**config.mk**
```make
export PLATFORM = sky130hd
export DESIGN_NAME = spp_pacer
export DESIGN_NICKNAME = d
export VERILOG_FILES = /design/src/rtl/spp_pacer.v
export VERILOG_INCLUDE_DIRS = /design/src /design/src/pkg
export SDC_FILE = /design/constraint.sdc
export NUM_CORES = 2
export LEC_CHECK = 0
export ABC_CLOCK_PERIOD_IN_PS = 22700
export BUFFER_PORTS_ARGS = -buffer_cell sky130_fd_sc_hd__buf_2
export CAP_MARGIN = 20
export CORE_MARGIN = 2
export CORE_UTILIZATION = 60
export DETAILED_ROUTE_END_ITERATION = 8
export GPL_TIMING_DRIVEN = 0
export PLACE_DENSITY_LB_ADDON = 0.12
export SYNTH_ARGS = -nofsm -noshare
export SYNTH_HDL_FRONTEND = slang
export SYNTH_SLANG_ARGS = --single-unit
```
**constraint.sdc**
```tcl
create_clock -name clk_sys -period 22.7 [get_ports clk_sys]
set_input_delay 1.135 -clock clk_sys [delete_from_list [all_inputs] [get_ports clk_sys]]
set_output_delay 1.135 -clock clk_sys [all_outputs]
set_load 0.01 [all_outputs]
```
**src/pkg/spp_defs.vh**
```
// Purpose: Constants for the stream packet pacer.
// Assumes: 200 MHz system clock, 8 ns stream tick, 32-bit AXI4-Lite register bus.
// Notes: Byte offsets, field positions, reset values and timing figures.
`ifndef SPP_DEFS_VH
`define SPP_DEFS_VH

// ****************************************
// Register byte offsets
// ****************************************
`define SPP_A_CTRL 8'h00
`define SPP_A_CHSEL 8'h04
`define SPP_A_PKTLEN 8'h08
`define SPP_A_IPD 8'h0C
`define SPP_A_FTD 8'h10
`define SPP_A_PAYLOAD 8'h14
`define SPP_A_BW 8'h18
`define SPP_A_TICKFREQ 8'h1C
`define SPP_A_HBTO 8'h20
`define SPP_A_IRQST 8'h24
`define SPP_A_IRQMSK 8'h28
`define SPP_A_STATUS 8'h2C

// ****************************************
// Fields and reset values
// ****************************************
`define SPP_CTRL_EN 0
`define SPP_CTRL_CHUNK 1
`define SPP_IRQ_DONE 0
`define SPP_IRQ_HB 1
`define SPP_PKTLEN_RST 16'h05DC
`define SPP_PKT_MIN 16'h0025
`define SPP_HDR_BYTES 16'h0024
`define SPP_LDR_BYTES 16'h0024
`define SPP_TRL_BYTES 16'h0024
`define SPP_HBTO_RST 32'h00000BB8
`define SPP_RESP_OK 2'h0
`define SPP_RESP_ERR 2'h2

// ****************************************
// Timing
// ****************************************
`define SPP_CLK_NS 5'h05
`define SPP_TICK_NS 4'h8
`define SPP_MS_NS 32'h000F4240
`define SPP_TICK_FREQ 32'h07735940

`endif

```
**src/rtl/spp_pacer.v**
```verilog
// Purpose: Frames each acquired image into leader, payload and trailer packets and paces them.
// Assumes: Inputs synchronous to clk_sys; the stream sink takes one byte per tx_byte pulse.
// Notes: Tick strobe is a 5/8 phase accumulator, so ticks average exactly 8 ns.
`include "spp_defs.vh"
`default_nettype none

// Notes on behaviour
// Each frame goes out as one leader, one or more payloads, one trailer.
// Packet length shapes payload packets only; the last payload may be shorter.
// Payload packet data bytes equal packet length minus 36 header bytes.
// A programmable gap in 8 ns ticks separates consecutive packets.
// A readable register gives the tick frequency in ticks per second.
// Frame start waits a programmable tick count; zero adds nothing.
// Read-only payload size is image plus enabled chunk bytes, no headers.
// Channel selector steers length and gap writes; only channel 0 exists.
// Read-only assigned bandwidth derives from packet length and gap.
// One packet byte is sent per tick.
// Missing heartbeat within the timeout releases the connection for reconnection.
// Host waits up to its read timeout for a register read answer.
// Host waits up to its write timeout for a write acknowledge.
// Host packet timeout should exceed the programmed inter-packet gap.
// Gap starts after a packet's last byte and blocks the next packet.
module spp_pacer #(
    parameter CYC_PER_MS = `SPP_MS_NS / `SPP_CLK_NS
) (
    input wire clk_sys,
    input wire sys_rst,
    input wire [7:0] s_axi_awaddr,
    input wire s_axi_awvalid,
    output reg s_axi_awready,
    input wire [31:0] s_axi_wdata,
    input wire [3:0] s_axi_wstrb,
    input wire s_axi_wvalid,
    output reg s_axi_wready,
    output reg [1:0] s_axi_bresp,
    output reg s_axi_bvalid,
    input wire s_axi_bready,
    input wire [7:0] s_axi_araddr,
    input wire s_axi_arvalid,
    output reg s_axi_arready,
    output reg [31:0] s_axi_rdata,
    output reg [1:0] s_axi_rresp,
    output reg s_axi_rvalid,
    input wire s_axi_rready,
    input wire frame_ready,
    input wire [31:0] image_bytes,
    input wire [31:0] chunk_bytes,
    input wire hb_refresh,
    input wire conn_accept,
    output reg frame_taken,
    output reg pkt_start,
    output reg [1:0] pkt_kind,
    output reg [15:0] pkt_len,
    output reg tx_byte,
    output reg conn_open,
    output reg irq
);
    localparam [3:0] ST_IDLE = 4'h1;
    localparam [3:0] ST_HOLD = 4'h2;
    localparam [3:0] ST_SEND = 4'h4;
    localparam [3:0] ST_GAP = 4'h8;
    localparam [1:0] K_LDR = 2'h1;
    localparam [1:0] K_PAY = 2'h2;
    localparam [1:0] K_TRL = 2'h3;

    // ****************************************
    // Registers and state
    // ****************************************
    reg [1:0] ctrl_q;
    reg [7:0] chsel_q;
    reg [15:0] pktlen_q;
    reg [31:0] ipd_q, ftd_q, hbto_q, payload_q, bw_q;
    reg [1:0] irq_st_q, irq_msk_q;
    reg [7:0] awaddr_q;
    reg [31:0] wdata_q;
    reg [3:0] wstrb_q;
    reg aw_full_q, w_full_q;
    reg [3:0] state_q;
    reg [3:0] acc_q;
    reg tick_q;
    reg [31:0] rem_q, wait_q;
    reg [15:0] cnt_q;
    reg ldr_sent_q, pl_sent_q;
    reg done_ev_q, hb_ev_q;
    reg [31:0] ms_cyc_q, ms_cnt_q;
    reg [47:0] num_q, quo_q;
    reg [48:0] rdiv_q;
    reg [32:0] den_q;
    reg [5:0] step_q;
    reg [31:0] rd_d;
    reg rd_ok_d;

    wire [15:0] data_per = pktlen_q - `SPP_HDR_BYTES;
    wire [31:0] take = (rem_q < {16'h0000, data_per}) ? rem_q : {16'h0000, data_per};
    wire wr_go = aw_full_q && w_full_q && !s_axi_bvalid;
    wire wr_ch0 = (chsel_q == 8'h00);
    wire [31:0] be = {{8{wstrb_q[3]}}, {8{wstrb_q[2]}}, {8{wstrb_q[1]}}, {8{wstrb_q[0]}}};
    wire [4:0] acc_sum = {1'b0, acc_q} + `SPP_CLK_NS;
    wire [48:0] rdiv_sh = {rdiv_q[47:0], num_q[47]};

    function [31:0] merge;
        input [31:0] old_v;
        input [31:0] new_v;
        input [31:0] mask;
        begin
            merge = (old_v & ~mask) | (new_v & mask);
        end
    endfunction

    // Issue the next packet of the block
    task launch;
        begin
            pkt_start <= 1'b1;
            state_q <= ST_SEND;
            ldr_sent_q <= 1'b1;
            if (!ldr_sent_q) begin
                // leader opens block
                pkt_kind <= K_LDR;
                pkt_len <= `SPP_LDR_BYTES;
                cnt_q <= `SPP_LDR_BYTES;
            end else if (rem_q != 32'h00000000 || !pl_sent_q) begin
                // payload sized by length
                pkt_kind <= K_PAY;
                pkt_len <= take[15:0] + `SPP_HDR_BYTES;
                cnt_q <= take[15:0] + `SPP_HDR_BYTES;
                rem_q <= rem_q - take;
                pl_sent_q <= 1'b1;
            end else begin
                // trailer closes block
                pkt_kind <= K_TRL;
                pkt_len <= `SPP_TRL_BYTES;
                cnt_q <= `SPP_TRL_BYTES;
            end
        end
    endtask

    // ****************************************
    // Tick strobe and packet pacing
    // ****************************************
    always @(posedge clk_sys or posedge sys_rst) begin
        if (sys_rst) begin
            acc_q <= 4'h0;
            tick_q <= 1'b0;
            state_q <= ST_IDLE;
            rem_q <= 32'h00000000;
            wait_q <= 32'h00000000;
            cnt_q <= 16'h0000;
            ldr_sent_q <= 1'b0;
            pl_sent_q <= 1'b0;
            pkt_start <= 1'b0;
            pkt_kind <= 2'h0;
            pkt_len <= 16'h0000;
            tx_byte <= 1'b0;
            frame_taken <= 1'b0;
            done_ev_q <= 1'b0;
            payload_q <= 32'h00000000;
        end else begin
            // Keeps an 8 ns average on a 5 ns clock
            if (acc_sum >= `SPP_TICK_NS) begin
                acc_q <= acc_sum[3:0] - `SPP_TICK_NS;
                tick_q <= 1'b1;
            end else begin
                acc_q <= acc_sum[3:0];
                tick_q <= 1'b0;
            end
            // image plus chunk bytes
            payload_q <= image_bytes + (ctrl_q[`SPP_CTRL_CHUNK] ? chunk_bytes : 32'h00000000);
            pkt_start <= 1'b0;
            tx_byte <= 1'b0;
            frame_taken <= 1'b0;
            done_ev_q <= 1'b0;
            case (state_q)
                ST_IDLE: begin
                    if (frame_ready && ctrl_q[`SPP_CTRL_EN] && conn_open) begin
                        frame_taken <= 1'b1;
                        rem_q <= payload_q;
                        ldr_sent_q <= 1'b0;
                        pl_sent_q <= 1'b0;
                        wait_q <= ftd_q;
                        state_q <= ST_HOLD;
                    end
                end
                ST_HOLD: begin
                    // frame start holdoff
                    if (wait_q == 32'h00000000) begin
                        launch;
                    end else if (tick_q) begin
                        wait_q <= wait_q - 32'h00000001;
                    end
                end
                ST_SEND: begin
                    // byte per tick
                    if (tick_q) begin
                        tx_byte <= 1'b1;
                        cnt_q <= cnt_q - 16'h0001;
                        if (cnt_q == 16'h0001) begin
                            if (pkt_kind == K_TRL) begin
                                done_ev_q <= 1'b1;
                            end
                            // gap follows last byte
                            wait_q <= ipd_q;
                            state_q <= ST_GAP;
                        end
                    end
                end
                ST_GAP: begin
                    // gap blocks next
                    if (wait_q == 32'h00000000) begin
                        if (pkt_kind == K_TRL) begin
                            state_q <= ST_IDLE;
                        end else begin
                            launch;
                        end
                    end else if (tick_q) begin
                        wait_q <= wait_q - 32'h00000001;
                    end
                end
                default: begin
                    state_q <= ST_IDLE;
                end
            endcase
        end
    end

    // ****************************************
    // Heartbeat supervision
    // ****************************************
    always @(posedge clk_sys or posedge sys_rst) begin
        if (sys_rst) begin
            ms_cyc_q <= 32'h00000000;
            ms_cnt_q <= 32'h00000000;
            conn_open <= 1'b0;
            hb_ev_q <= 1'b0;
        end else begin
            hb_ev_q <= 1'b0;
            if (!conn_open) begin
                ms_cyc_q <= 32'h00000000;
                ms_cnt_q <= 32'h00000000;
                conn_open <= conn_accept;
            end else if (hb_refresh) begin
                ms_cyc_q <= 32'h00000000;
                ms_cnt_q <= 32'h00000000;
            end else if (ms_cnt_q >= hbto_q) begin
                // release on timeout
                conn_open <= 1'b0;
                hb_ev_q <= 1'b1;
            end else if (ms_cyc_q == CYC_PER_MS - 1) begin
                ms_cyc_q <= 32'h00000000;
                ms_cnt_q <= ms_cnt_q + 32'h00000001;
            end else begin
                ms_cyc_q <= ms_cyc_q + 32'h00000001;
            end
        end
    end

    // ****************************************
    // Bandwidth divider
    // ****************************************
    // Serial divide keeps area small; result lags a setting change by up to ~100 cycles
    always @(posedge clk_sys or posedge sys_rst) begin
        if (sys_rst) begin
            num_q <= 48'h000000000000;
            quo_q <= 48'h000000000000;
            rdiv_q <= 49'h0000000000000;
            den_q <= 33'h000000000;
            step_q <= 6'h00;
            bw_q <= 32'h00000000;
        end else if (step_q == 6'h00) begin
            // length times rate over length plus gap
            num_q <= {16'h0000, pktlen_q} * {16'h0000, `SPP_TICK_FREQ};
            den_q <= {17'h00000, pktlen_q} + {1'b0, ipd_q};
            rdiv_q <= 49'h0000000000000;
            quo_q <= 48'h000000000000;
            step_q <= 6'h30;
        end else begin
            num_q <= {num_q[46:0], 1'b0};
            if (rdiv_sh >= {16'h0000, den_q}) begin
                rdiv_q <= rdiv_sh - {16'h0000, den_q};
                quo_q <= {quo_q[46:0], 1'b1};
            end else begin
                rdiv_q <= rdiv_sh;
                quo_q <= {quo_q[46:0], 1'b0};
            end
            if (step_q == 6'h01) begin
                bw_q <= (rdiv_sh >= {16'h0000, den_q}) ? {quo_q[30:0], 1'b1} : {quo_q[30:0], 1'b0};
            end
            step_q <= step_q - 6'h01;
        end
    end

    // ****************************************
    // Register read decode
    // ****************************************
    always @* begin
        rd_d = 32'h00000000;
        rd_ok_d = 1'b1;
        case (s_axi_araddr)
            `SPP_A_CTRL: rd_d = {30'h00000000, ctrl_q};
            `SPP_A_CHSEL: rd_d = {24'h000000, chsel_q};
            `SPP_A_PKTLEN: rd_d = {16'h0000, pktlen_q};
            `SPP_A_IPD: rd_d = ipd_q;
            `SPP_A_FTD: rd_d = ftd_q;
            `SPP_A_PAYLOAD: rd_d = payload_q;
            `SPP_A_BW: rd_d = bw_q;
            // tick frequency readback
            `SPP_A_TICKFREQ: rd_d = `SPP_TICK_FREQ;
            `SPP_A_HBTO: rd_d = hbto_q;
            `SPP_A_IRQST: rd_d = {30'h00000000, irq_st_q};
            `SPP_A_IRQMSK: rd_d = {30'h00000000, irq_msk_q};
            `SPP_A_STATUS: rd_d = {30'h00000000, conn_open, ~state_q[0]};
            default: rd_ok_d = 1'b0;
        endcase
    end

    // ****************************************
    // AXI4-Lite slave and register writes
    // ****************************************
    always @(posedge clk_sys or posedge sys_rst) begin
        if (sys_rst) begin
            s_axi_awready <= 1'b1;
            s_axi_wready <= 1'b1;
            s_axi_bvalid <= 1'b0;
            s_axi_bresp <= `SPP_RESP_OK;
            s_axi_arready <= 1'b1;
            s_axi_rvalid <= 1'b0;
            s_axi_rresp <= `SPP_RESP_OK;
            s_axi_rdata <= 32'h00000000;
            aw_full_q <= 1'b0;
            w_full_q <= 1'b0;
            awaddr_q <= 8'h00;
            wdata_q <= 32'h00000000;
            wstrb_q <= 4'h0;
            ctrl_q <= 2'h0;
            chsel_q <= 8'h00;
            pktlen_q <= `SPP_PKTLEN_RST;
            ipd_q <= 32'h00000000;
            ftd_q <= 32'h00000000;
            hbto_q <= `SPP_HBTO_RST;
            irq_st_q <= 2'h0;
            irq_msk_q <= 2'h0;
            irq <= 1'b0;
        end else begin
            if (s_axi_awvalid && s_axi_awready) begin
                awaddr_q <= s_axi_awaddr;
                aw_full_q <= 1'b1;
                s_axi_awready <= 1'b0;
            end
            if (s_axi_wvalid && s_axi_wready) begin
                wdata_q <= s_axi_wdata;
                wstrb_q <= s_axi_wstrb;
                w_full_q <= 1'b1;
                s_axi_wready <= 1'b0;
            end
            if (s_axi_bvalid && s_axi_bready) begin
                s_axi_bvalid <= 1'b0;
                s_axi_awready <= 1'b1;
                s_axi_wready <= 1'b1;
            end
            // Event set wins over a same-cycle clear
            irq_st_q <= irq_st_q | {hb_ev_q, done_ev_q};
            irq <= |(irq_st_q & irq_msk_q);
            if (wr_go) begin
                aw_full_q <= 1'b0;
                w_full_q <= 1'b0;
                s_axi_bvalid <= 1'b1;
                s_axi_bresp <= `SPP_RESP_OK;
                case (awaddr_q)
                    `SPP_A_CTRL: ctrl_q <= (ctrl_q & ~be[1:0]) | (wdata_q[1:0] & be[1:0]);
                    `SPP_A_CHSEL: chsel_q <= (chsel_q & ~be[7:0]) | (wdata_q[7:0] & be[7:0]);
                    `SPP_A_PKTLEN: begin
                        // only channel 0 applies
                        if (wr_ch0 && wstrb_q[1:0] == 2'h3) begin
                            pktlen_q <= (wdata_q[15:0] < `SPP_PKT_MIN) ? `SPP_PKT_MIN
                                : wdata_q[15:0];
                        end
                    end
                    `SPP_A_IPD: begin
                        // gap on channel 0
                        if (wr_ch0) begin
                            ipd_q <= merge(ipd_q, wdata_q, be);
                        end
                    end
                    `SPP_A_FTD: ftd_q <= merge(ftd_q, wdata_q, be);
                    `SPP_A_HBTO: hbto_q <= merge(hbto_q, wdata_q, be);
                    `SPP_A_IRQST: begin
                        irq_st_q <= (irq_st_q & ~(wdata_q[1:0] & be[1:0]))
                            | {hb_ev_q, done_ev_q};
                    end
                    `SPP_A_IRQMSK: irq_msk_q <= (irq_msk_q & ~be[1:0]) | (wdata_q[1:0] & be[1:0]);
                    `SPP_A_PAYLOAD, `SPP_A_BW, `SPP_A_TICKFREQ, `SPP_A_STATUS: begin
                        s_axi_bresp <= `SPP_RESP_OK;
                    end
                    default: s_axi_bresp <= `SPP_RESP_ERR;
                endcase
            end
            if (s_axi_arvalid && s_axi_arready) begin
                s_axi_arready <= 1'b0;
                s_axi_rvalid <= 1'b1;
                s_axi_rdata <= rd_d;
                s_axi_rresp <= rd_ok_d ? `SPP_RESP_OK : `SPP_RESP_ERR;
            end else if (s_axi_rvalid && s_axi_rready) begin
                s_axi_rvalid <= 1'b0;
                s_axi_arready <= 1'b1;
            end
        end
    end
endmodule

`default_nettype wire

```
==> run summary <==
Routed Wire Length: 125 mm
Setup Fix Bufs, Post-CTS: 0
RePlAce Congestion: 1.02
Tcrit/Tclk final: 0.395
CP Launch Type: flop
CP max stage delay: 0.78 ns
Slew headroom: 0.212
Async S/R FF share, synth: 1.00
Netlist cell types: 94
Port Buffers: 186
Detail Route Antenna Nets: 0
Reg2reg setup slack: 13.74 ns
Synth Area per Inst: 9.62 um^2
Hold/Removal Path Class: reg2reg
Fill cell count: 5296
Yosys warns: 0
Share of layout cells above drive strength 1: 0.125
Worst slew pin tran: 1.17 ns
Number of max-cap violations: 0
Post_cts resized: 0
Pins Over Slew Limit: 0
Fin Clk Skew: 0.0224 ns
Setup Viol. Count Final: 0
Area Overhead vs Synth: 11.7%
Req. time, crit path: 23.20 ns
DR WL/cell: 23.3 um
Max Fanout on Critical Path: 10
Min Tclk post-route: 8.96 ns
Root buf cell: clkbuf_16
Initial antenna violation count: 6
Number of global-route vias before repair: 32400
Mapped Cells: 4167
Die X-Extent: 263 um
PD cells: 90.1 mW/mm^2
Via-to-Cell Ratio: 6.26
Via Count: 33500
Maximum clock frequency: 112 MHz
Gr usage total: 0.362
Register clock-pin slew on the reported worst setup and hold paths: 0.06 ns
Remaining Overflow, GRT: 0
Hold_ws: 0.440 ns
Row cnt: 94
Drt first pass iters: 9
Seq cells post-synth: 615
Final net count: 5005
# IOs: 190
Worst Setup End Kind: flop
Number of flops mapped to enable cells by yosys: 0
H-Tree Depth: 3
Total CTS buffers: 70
Sequential share of the synthesized area: 0.384
Post-Syn Area: 0.0401 mm^2
Max VDD drop: 0.0000825 V
Chip Height: 263 um
First-pass GRT wire length: 192 mm
Remaining DRCs: 0
RSZ-0062 raised after global routing: no
Core box area: 0.0660 mm^2
Largest net degree at the start of global routing: 125
Clk sinks: 615
Status: completed
CP Data Arrival Time: 9.47 ns
Clk_lat worst skew: 0.64 ns
Hold buffers post-CTS: 0
Synth top area share: 0.373
Clock Tree Buf Depth: 3
Final Hold Viols: 0
Crit path kind: reg2reg
Die ar.: 0.0689 mm^2
Crit-path slowest cell: dfstp_2
First DRT Iteration DRCs: 3583
Largest cells by area after synthesis: dfrtp_1, ha_1, fa_1, mux2_2, o21ai_0
Post-synth top flop: dfrtp_1
Most frequent cells in the layout: dfrtp_1, nand2_1, inv_1, ha_1, o21ai_0
CTS tree: yes
Commonest non-fill, non-tap cell in the layout: dfrtp_1
Starting Density: 0.608
Area leader, netlist: dfrtp_1
Post-detail-place hpwl: 95.5 mm
Post-layout util: 0.679
Leak Pwr: 21.9 nW
-- worst max-delay path, delay by kind of cell (launching register included) --
family | cells | cell delay, ns
XOR/XNOR | 1 | 0.22
buffers and inverters | 7 | 2.42
flip-flops | 1 | 0.78
adder cells (fa/ha/maj) | 4 | 1.36
AND/OR/NAND/NOR | 6 | 1.04
AO/OA/AOI/OAI | 12 | 2.99
-- through the flow --
stage / std cells / setup TNS [ns] / power [mW] / worst slack (ns) / instance area [um^2]
6_report: 5360 / 0 / 4.04 / 13.74 / 44800
5_1_grt: 5358 / 0 / 4.23 / 13.33 / 44800
4_1_cts: 5357 / 0 / 4.00 / 13.97 / 44800
3_5_place_dp: 5229 / 0 / 2.79 / 13.99 / 42300
3_3_place_gp: 5218 / -1345.41 / 2.77 / -2.33 / 42100
2_1_floorplan: 4168 / 0 / 2.33 / 4.37 / 40100
-- cell families after synthesis --
group / synth area share
other: 0.0000935
AND/OR/NAND/NOR: 0.147
AO/OA/AOI/OAI: 0.155
buffers and inverters: 0.0491
flip-flops: 0.384
multiplexers: 0.0561
adder cells (fa/ha/maj): 0.163
XOR/XNOR: 0.0449
-- synthesized netlist by cell type, types with 42 or more instances --
cell type,count
and3_1,61
ha_1,305
mux2_2,174
a22oi_1,42
nor3_1,63
inv_1,349
nand3_1,85
a21o_1,97
o21ai_0,301
nand4_1,43
xor2_1,90
fa_1,136
nor2_1,285
dfrtp_1,597
xnor2_1,113
nor4_1,42
and2_1,82
a21oi_1,222
clkbuf_1,147
nand2_1,385
-- per-layer routing --
metal / vias up / GRT usage / wire length, um
li1: 15200 / - / -
met1: 16300 / 0.503 / 51700
met2: 1660 / 0.522 / 52100
met3: 372 / 0.108 / 14200
met4: 6 / 0.167 / 6740
met5: - / 0 / 44
-- worst paths after layout --
path                                               from               endpoint  cells past startpoint
worst max-delay path            pktlen_q[2]$_DFFE_PP1P_  rem_q[20]$_DFFE_PP0P_                     30
worst min-delay path                 num_q[8]$_DFF_PP0_     num_q[9]$_DFF_PP0_                      2
worst max register to register  pktlen_q[2]$_DFFE_PP1P_  rem_q[20]$_DFFE_PP0P_                     30
worst min register to register       num_q[8]$_DFF_PP0_     num_q[9]$_DFF_PP0_                      2
max in group asynchronous                       sys_rst  den_q[24]$_DFFE_PP0P_                      5
min in group asynchronous                       sys_rst    num_q[37]$_DFF_PP0_                      2
-- final cells by class --
| class | count | area, um^2 | area share |
|---|---|---|---|
| multi-input cells | 3036 | 22700 | 0.507 |
| flip-flops and latches | 615 | 15400 | 0.344 |
| clock buffers | 97 | 2030 | 0.0452 |
| inverters | 352 | 1330 | 0.0297 |
| repair buffers | 198 | 1140 | 0.0254 |
| well taps | 864 | 1080 | 0.0241 |
| plain buffers | 165 | 646 | 0.0144 |
| clock inverters | 31 | 425 | 0.00950 |
| diodes | 2 | 5.00 | 0.000112 |
-- power by group --
part,internal (mW),leakage (nW),switching [mW],total (mW)
logic,0.483,12.8,0.852,1.33
registers,1.25,7.92,0.244,1.49
clock network,0.713,1.19,0.496,1.21
No activity file was read; power rests on OpenSTA's default activity.
